==> src/logic/spen_pkg.sv <==
// Package: constants for the switch port event notifier
package spen_pkg;
  // ==========================================================
  // Sizes
  localparam int NUM_PORTS     = 4;
  localparam int RETRY_W       = 8;
  localparam int REQ_CNT_W     = 3;
  // ==========================================================
  // Counts
  localparam logic [2:0] RST_REQ_RUN   = 3'h4;
  localparam logic [2:0] LINK_REQ_FAIL = 3'h4;
  // ==========================================================
  // Reset values
  localparam logic [RETRY_W-1:0]   RETRY_RST = 8'h00;
  localparam logic [REQ_CNT_W-1:0] CNT_RST   = 3'h0;
  // Per-port flag vector positions
  localparam int F_IMPL  = 0;
  localparam int F_RETRY = 1;
  localparam int F_PAR   = 2;
  localparam int F_RSYM  = 3;
  localparam int F_TMO   = 4;
  localparam int F_PERR  = 5;
  localparam int F_LINIT = 6;
  localparam int NUM_F   = 7;
  // Event kinds that may produce a port-write
  localparam logic [NUM_F-1:0] PW_CAPABLE = 7'h76;
  localparam logic [NUM_F-1:0] FLAGS_RST  = 7'h00;
endpackage

==> src/logic/spen_notifier.sv <==
// Top: per-port event notifier with interrupt and port-write request
`timescale 1ns/1ns
// Notes on behaviour
// - Max-retry event when port retry counter reaches configured threshold.
// - One retry counter per port counts retries of every packet.
// - Max-retry sets implementation error flag and max-retry flag.
// - Illegal transaction: bad maintenance type, no route entry, reserved type.
// - Illegal transaction sets implementation error flag; interrupt only.
// - Route table parity sets implementation and parity flags; both notices.
// - Reset-request event only after four consecutive reset symbols.
// - Reset-request sets port and global reset flags; interrupt only.
// - Fabric timeout sets port, global and fabric timeout flags.
// - Four link-requests answered with no outstanding ack give fatal error.
// - Four link-requests timing out give fatal error.
// - Fatal error sets port-error flag; both notices allowed.
// - Active-low interrupt asserts for any interrupt-enabled event.
// - Port-write sent only for capable events when enabled.
// - No priority between simultaneous events; each recorded independently.
module spen_notifier (
  // Clock and reset
  input  wire logic                                   i_clk,
  input  wire logic                                   i_rst_n,
  // Per-port raw events from the datapath
  input  wire logic [spen_pkg::NUM_PORTS-1:0]         i_retry,
  input  wire logic [spen_pkg::NUM_PORTS-1:0]         i_retry_clr,
  input  wire logic [spen_pkg::NUM_PORTS-1:0]         i_maint_bad_type,
  input  wire logic [spen_pkg::NUM_PORTS-1:0]         i_no_route,
  input  wire logic [spen_pkg::NUM_PORTS-1:0]         i_transport_type_rsvd,
  input  wire logic [spen_pkg::NUM_PORTS-1:0]         i_route_table_par_err,
  input  wire logic [spen_pkg::NUM_PORTS-1:0]         i_rst_sym,
  input  wire logic [spen_pkg::NUM_PORTS-1:0]         i_other_sym,
  input  wire logic [spen_pkg::NUM_PORTS-1:0]         i_fab_tmo,
  input  wire logic [spen_pkg::NUM_PORTS-1:0]         i_lreq_noack,
  input  wire logic [spen_pkg::NUM_PORTS-1:0]         i_lreq_tmo,
  input  wire logic [spen_pkg::NUM_PORTS-1:0]         i_lreq_ok,
  input  wire logic [spen_pkg::NUM_PORTS-1:0]         i_link_init,
  // Configuration
  input  wire logic [spen_pkg::RETRY_W-1:0]           i_retry_limit,
  input  wire logic [spen_pkg::NUM_F-1:0]             i_int_en,
  input  wire logic [spen_pkg::NUM_F-1:0]             i_pw_en,
  // Software clears, one vector per port, plus global clears
  input  wire logic [spen_pkg::NUM_PORTS*spen_pkg::NUM_F-1:0] i_clr,
  input  wire logic                                   i_glb_rsym_clr,
  input  wire logic                                   i_glb_tmo_clr,
  input  wire logic [spen_pkg::NUM_PORTS-1:0]         i_fab_clr,
  // Status
  output logic      [spen_pkg::NUM_PORTS*spen_pkg::NUM_F-1:0] o_port_flags,
  output logic                                        o_glb_rsym_flag,
  output logic                                        o_glb_tmo_flag,
  output logic      [spen_pkg::NUM_PORTS-1:0]         o_fab_tmo_flags,
  // Notification
  output logic                                        o_int_n,
  output logic                                        o_pw_req,
  output logic      [spen_pkg::NUM_PORTS-1:0]         o_pw_port
);
  // ==========================================================
  // Per-port logic
  logic [spen_pkg::NUM_PORTS*spen_pkg::NUM_F-1:0] evt;
  logic [spen_pkg::NUM_PORTS-1:0] pw_hit;
  logic [spen_pkg::NUM_PORTS-1:0] int_hit;
  logic [spen_pkg::NUM_PORTS-1:0] fab_reg, fab_next;
  logic glb_rsym_reg, glb_rsym_next;
  logic glb_tmo_reg, glb_tmo_next;
  logic int_reg, pw_reg;
  logic [spen_pkg::NUM_PORTS-1:0] pw_port_reg;
  wire  any_rsym;
  wire  any_tmo;

  for (genvar p = 0; p < spen_pkg::NUM_PORTS; p++) begin : g_port
    wire illegal;
    assign illegal = i_maint_bad_type[p] | i_no_route[p]
                     | i_transport_type_rsvd[p];
    spen_port u_port (
      .i_clk         (i_clk),
      .i_rst_n       (i_rst_n),
      .i_retry       (i_retry[p]),
      .i_retry_limit (i_retry_limit),
      .i_retry_clr   (i_retry_clr[p]),
      .i_illegal     (illegal),
      .i_par_err     (i_route_table_par_err[p]),
      .i_rst_sym     (i_rst_sym[p]),
      .i_other_sym   (i_other_sym[p]),
      .i_fab_tmo     (i_fab_tmo[p]),
      .i_lreq_noack  (i_lreq_noack[p]),
      .i_lreq_tmo    (i_lreq_tmo[p]),
      .i_lreq_ok     (i_lreq_ok[p]),
      .i_link_init   (i_link_init[p]),
      .i_clr         (i_clr[p*spen_pkg::NUM_F +: spen_pkg::NUM_F]),
      .o_flags       (o_port_flags[p*spen_pkg::NUM_F +: spen_pkg::NUM_F]),
      .o_evt         (evt[p*spen_pkg::NUM_F +: spen_pkg::NUM_F])
    );
    // Illegal transaction counts toward the implementation flag but
    // is kept out of the port-write path.
    wire [spen_pkg::NUM_F-1:0] e;
    wire                       impl_pw;
    assign e       = evt[p*spen_pkg::NUM_F +: spen_pkg::NUM_F];
    assign impl_pw = 1'b0;
    assign int_hit[p] = |(e & i_int_en);
    assign pw_hit[p]  = (|(e & spen_pkg::PW_CAPABLE & i_pw_en))
                        | (impl_pw & i_pw_en[spen_pkg::F_IMPL]);
  end

  // ==========================================================
  // Global and fabric timeout status
  assign any_rsym      = |(evt & {spen_pkg::NUM_PORTS{7'h08}});
  assign any_tmo       = |i_fab_tmo;
  assign glb_rsym_next = (glb_rsym_reg & ~i_glb_rsym_clr) | any_rsym;
  assign glb_tmo_next  = (glb_tmo_reg & ~i_glb_tmo_clr) | any_tmo;
  assign fab_next      = (fab_reg & ~i_fab_clr) | i_fab_tmo;

  always_ff @(posedge i_clk) begin
    if (!i_rst_n) begin
      glb_rsym_reg <= 1'b0;
      glb_tmo_reg  <= 1'b0;
      fab_reg      <= '0;
      int_reg      <= 1'b0;
      pw_reg       <= 1'b0;
      pw_port_reg  <= '0;
    end else begin
      glb_rsym_reg <= glb_rsym_next;
      glb_tmo_reg  <= glb_tmo_next;
      fab_reg      <= fab_next;
      int_reg      <= |int_hit;
      pw_reg       <= |pw_hit;
      pw_port_reg  <= pw_hit;
    end
  end

  assign o_glb_rsym_flag = glb_rsym_reg;
  assign o_glb_tmo_flag  = glb_tmo_reg;
  assign o_fab_tmo_flags = fab_reg;
  assign o_int_n         = ~int_reg;
  assign o_pw_req        = pw_reg;
  assign o_pw_port       = pw_port_reg;
endmodule // spen_notifier

==> src/logic/spen_port.sv <==
// One port's event detection, counters and sticky flags
`timescale 1ns/1ns
module spen_port (
  // Clock and reset
  input  wire logic                              i_clk,
  input  wire logic                              i_rst_n,
  // Events
  input  wire logic                              i_retry,
  input  wire logic [spen_pkg::RETRY_W-1:0]      i_retry_limit,
  input  wire logic                              i_retry_clr,
  input  wire logic                              i_illegal,
  input  wire logic                              i_par_err,
  input  wire logic                              i_rst_sym,
  input  wire logic                              i_other_sym,
  input  wire logic                              i_fab_tmo,
  input  wire logic                              i_lreq_noack,
  input  wire logic                              i_lreq_tmo,
  input  wire logic                              i_lreq_ok,
  input  wire logic                              i_link_init,
  // Software clears
  input  wire logic [spen_pkg::NUM_F-1:0]        i_clr,
  // Status
  output logic      [spen_pkg::NUM_F-1:0]        o_flags,
  output logic      [spen_pkg::NUM_F-1:0]        o_evt
);
  // ==========================================================
  // Counters
  logic [spen_pkg::RETRY_W-1:0]   retry_reg, retry_next;
  logic [spen_pkg::REQ_CNT_W-1:0] rsym_reg, rsym_next;
  logic [spen_pkg::REQ_CNT_W-1:0] noack_reg, noack_next;
  logic [spen_pkg::REQ_CNT_W-1:0] lto_reg, lto_next;
  logic [spen_pkg::NUM_F-1:0]     flags_reg, flags_next;
  wire retry_hit;
  wire rsym_hit;
  wire noack_hit;
  wire lto_hit;

  // One shared counter for all packets
  assign retry_hit  = i_retry &&
                      (retry_reg + 8'h01 >= i_retry_limit);
  assign retry_next = i_retry_clr ? spen_pkg::RETRY_RST :
                      retry_hit ? spen_pkg::RETRY_RST :
                      i_retry ? retry_reg + 8'h01 : retry_reg;
  // Any other symbol breaks the run
  assign rsym_hit   = i_rst_sym && (rsym_reg == spen_pkg::RST_REQ_RUN - 3'h1);
  assign rsym_next  = (i_other_sym || rsym_hit) ? spen_pkg::CNT_RST :
                      i_rst_sym ? rsym_reg + 3'h1 : rsym_reg;
  assign noack_hit  = i_lreq_noack &&
                      (noack_reg == spen_pkg::LINK_REQ_FAIL - 3'h1);
  assign noack_next = (i_lreq_ok || noack_hit) ? spen_pkg::CNT_RST :
                      i_lreq_noack ? noack_reg + 3'h1 : noack_reg;
  assign lto_hit    = i_lreq_tmo &&
                      (lto_reg == spen_pkg::LINK_REQ_FAIL - 3'h1);
  assign lto_next   = (i_lreq_ok || lto_hit) ? spen_pkg::CNT_RST :
                      i_lreq_tmo ? lto_reg + 3'h1 : lto_reg;

  // ==========================================================
  // Events, each independent of the others
  assign o_evt[spen_pkg::F_IMPL]  = retry_hit | i_illegal | i_par_err
                                    | i_fab_tmo;
  assign o_evt[spen_pkg::F_RETRY] = retry_hit;
  assign o_evt[spen_pkg::F_PAR]   = i_par_err;
  assign o_evt[spen_pkg::F_RSYM]  = rsym_hit;
  assign o_evt[spen_pkg::F_TMO]   = i_fab_tmo;
  assign o_evt[spen_pkg::F_PERR]  = noack_hit | lto_hit;
  assign o_evt[spen_pkg::F_LINIT] = i_link_init;

  // Set wins over clear so no event is lost
  assign flags_next = (flags_reg & ~i_clr) | o_evt;
  assign o_flags    = flags_reg;

  always_ff @(posedge i_clk) begin
    if (!i_rst_n) begin
      retry_reg <= spen_pkg::RETRY_RST;
      rsym_reg  <= spen_pkg::CNT_RST;
      noack_reg <= spen_pkg::CNT_RST;
      lto_reg   <= spen_pkg::CNT_RST;
      flags_reg <= spen_pkg::FLAGS_RST;
    end else begin
      retry_reg <= retry_next;
      rsym_reg  <= rsym_next;
      noack_reg <= noack_next;
      lto_reg   <= lto_next;
      flags_reg <= flags_next;
    end
  end
endmodule // spen_port

==> config.mk <==
export PLATFORM = sky130hd
export DESIGN_NAME = spen_notifier
export DESIGN_NICKNAME = d
export VERILOG_FILES = /design/src/logic/spen_pkg.sv /design/src/logic/spen_notifier.sv /design/src/logic/spen_port.sv
export SDC_FILE = /design/constraint.sdc
export NUM_CORES = 1
export LEC_CHECK = 0
export BUFFER_PORTS_ARGS = -buffer_cell sky130_fd_sc_hd__buf_4
export CELL_PAD_IN_SITES_DETAIL_PLACEMENT = 1
export CELL_PAD_IN_SITES_GLOBAL_PLACEMENT = 1
export CORE_ASPECT_RATIO = 1.1
export CORE_MARGIN = 2
export CORE_UTILIZATION = 39
export DETAILED_ROUTE_END_ITERATION = 7
export PLACE_DENSITY = 0.83
export SLEW_MARGIN = 15
export SYNTH_ARGS = -nofsm -noshare
export SYNTH_HDL_FRONTEND = slang
export SYNTH_SLANG_ARGS = --single-unit
==> constraint.sdc <==
create_clock -name i_clk -period 2.95 [get_ports i_clk]
set_input_delay 0.1475 -clock i_clk [delete_from_list [all_inputs] [get_ports i_clk]]
set_output_delay 0.1475 -clock i_clk [all_outputs]
set_load 0.01 [all_outputs]
==> summary.md <==
| Metric | Value |
|---|---|
| Syn avg cell area | 8.41 um^2 |
| Critical path peak fanout | 8 |
| WL final | 16900 um |
| Setup crit end kind | flop |
| Max reg flops | 32 |
| Clk Latency, worst-skew pair | 0.35 ns |
| Register area share after synthesis | 0.386 |
| Worst vdd ir | 0.231 mV |
| N_diodes | 0 |
| CP Buf/Inv Count | 0 |
| Sum Neg Setup Slack | 0 ns |
| Max Root-Sink Buffers | 2 |
| Core Util, Final | 0.520 |
| Fin crit share | 0.921 |
| Warnings from Yosys | 0 |
| Global route total overflow | 0 |
| #FFs+latches synth | 108 |
| Die H | 130 um |
| Post-DP HPWL | 13500 um |
| Initial core utilization | 0.402 |
| Number of port buffers | 147 |
| Commonest non-fill, non-tap cell in the layout | buf_4 |
| Compound-Gate Fraction of Synth Area | 0.125 |
| F_max | 368 MHz |
| Min-delay worst type | in2reg |
| Number of CTS-inserted buffers | 9 |
| Largest family of logic cells by synthesized area | simple AND/OR/NAND/NOR gates |
| Synthesized area | 5590 um^2 |
| Relative slew slack | 0.674 |
| Startpoint Class | flop |
| All-Layer GR Usage | 0.224 |
| CTS H-tree lvls | 3 |
| Core ar. | 13900 um^2 |
| CTS sink cnt | 108 |
| Vias | 5322 |
| Initial antenna violation count | 0 |
| Die area | 15300 um^2 |
| Clock-pin slew on the worst setup and hold paths | 0.08 ns |
| Commonest cells after routing, fill and taps aside | buf_4 (151), nor2_1 (115), dfxtp_1 (108) |
| Yosys cell types | 44 |
| DR pass1 iterations | 4 |
| Final setup vio count | 0 |
| Slowest stage delay, CP | 0.46 ns |
| RSZ-0062 raised after global routing | no |
| Worst-case hold slack | 0.0393 ns |
| Hold-fix buffers, CTS | 0 |
| Design Area, Final | 7230 um^2 |
| Status | completed |
| Pin count of the biggest net entering global routing | 39 |
| Final hold viol count | 0 |
| Chip Width | 118 um |
| Pleak | 3.43 nW |
| Total power | 3.17 mW |
| P per Cell Area | 439 nW/um^2 |
| Residual DRC | 0 |
| Fill count | 1702 |
| Iteration-0 DRC Markers | 209 |
| Worst slew pin tran | 0.489 ns |
| Post-route ant nets | 0 |
| Max Cap Violations | 0 |
| WL/cell | 16.8 um |
| Post-Synth Simple-Gate Area | 0.221 |
| Postcts setup bufs | 0 |
| Gpl congestion | 0.779 |
| Nets | 986 |
| First-pass GRT wire length | 27500 um |
| Vias in the first global route | 5835 |
| IO Count | 150 |
| P&R area growth vs syn | 29.2% |
| Clock skew | 0.0104 ns |
| Critical Path, Cell by Cell | and3_1 -> and3_1 -> nand3_1 -> xnor2_1 -> ha_1 -> nand4_1 -> o311a_2 -> nor2_1 -> or3_1 -> nor2_1 |
| Vias per inst | 5.27 |
| Synth Area in XOR/XNOR | 0.0814 |
| Max-slew violations | 0 |
| Worst EP required | 3.19 ns |
| Row cnt | 45 |
| Synth Instances | 665 |
| Post-DP Area | 6920 um^2 |
| Post-CTS sizing | 0 |
| CTS tree | yes |
| Root buffer cell | clkbuf_16 |
| CP delay by family, top | simple AND/OR/NAND/NOR gates |
| CP max stage cell | o311a_2 |
| CP arrival | 2.95 ns |
| Layout cells sized above 1 | 0.214 |
| Critical path class | reg2reg |
| Fin crit period | 2.72 ns |
| Post-Synth Adder-Cell Area | 0.134 |
| Mux cell area share after synthesis | 0.00716 |
| Syn Nets | 835 |
per-stage QoR:
step / setup WS [ns] / instances
5_1_grt: 0.0203 / 1009
2_1_floorplan: 0.588 / 665
3_3_place_gp: 0.364 / 993
4_1_cts: 0.222 / 1009
6_report: 0.233 / 1009
3_5_place_dp: 0.252 / 993
final cells by class:
class / instances / area (um^2) / share of cell area
repair buffers: 151 / 1130 / 0.157
multi-input cells: 491 / 3180 / 0.440
well taps: 188 / 235 / 0.0325
clock buffers: 9 / 225 / 0.0312
flip-flops and latches: 108 / 2160 / 0.299
inverters: 55 / 206 / 0.0286
clock inverters: 7 / 83.8 / 0.0116
metal layers:
metal | vias up | track usage | share of wire
met2 | 119 | 0.425 | 0.53
met5 | - | 0 | 0
met3 | 27 | 0.0726 | 0.063
met1 | 2601 | 0.232 | 0.38
met4 | 0 | 0.0787 | 0.021
li1 | 2575 | - | -
tightest hold or removal path: stages:
cell	delay, ns
buf_4	0.10
a21oi_1	0.04
nor2_1	0.07
final timing paths:
kind | startpoint | end | slack, ns | depth (start not counted)
setup / recovery | g_port[3].u_port.retry_reg[2] | g_port[3].u_port.retry_reg[4] | 0.23 | 10
hold / removal | i_route_table_par_err[0] | g_port[0].u_port.o_flags[2] | 0.04 | 3
setup reg to reg | g_port[3].u_port.retry_reg[2] | g_port[3].u_port.retry_reg[4] | 0.23 | 10
hold reg to reg | o_glb_tmo_flag | o_glb_tmo_flag | 0.48 | 2
power by group:
part           total, mW  internal [mW]  switching (mW)
Sequential          1.52           1.50          0.0254
Clock               1.26          0.674           0.585
Combinational      0.393          0.199           0.194
logic make-up after synthesis:
kind of cell               after synthesis
xor gates and xnor gates                52
and+or+nand+nor                        263
muxes                                    4
adders and majority gates               60
AOI/OAI and AO/OA                      112
DFF                                    108
buffers and inverters                   66
Yosys cell counts, drive strengths merged:
cell / instances / area (um^2)
a21o: 1 / 7.51
mux2i: 4 / 40.0
o21a: 1 / 7.51
nand4: 15 / 93.8
a31oi: 7 / 43.8
xor2: 37 / 324
a21oi: 72 / 360
o41ai: 2 / 17.5
a22oi: 5 / 37.5
a221oi: 1 / 15.0
nor3b: 1 / 7.51
nor2: 115 / 432
a2111o: 2 / 22.5
o2111ai: 1 / 8.76
nand2b: 32 / 208
buf: 6 / 26.3
a222oi: 4 / 40.0
o21ai: 9 / 48.8
clkbuf: 5 / 18.8
inv: 55 / 206
nor2b: 1 / 6.26
a32oi: 2 / 43.8
xnor2: 15 / 131
nand3b: 3 / 30.0
and2: 1 / 6.26
dfxtp: 108 / 2160
nor4: 1 / 6.26
o221a: 1 / 11.3
or4: 4 / 30.0
o221ai: 1 / 8.76
and3: 9 / 56.3
nand3: 16 / 80.1
nand2: 39 / 146
or3: 1 / 6.26
a211oi: 1 / 7.51
ha: 60 / 751
o311a: 1 / 11.3
nor3: 25 / 125
a211o: 1 / 8.76
Note: power is estimated with default switching activity, not from simulation.
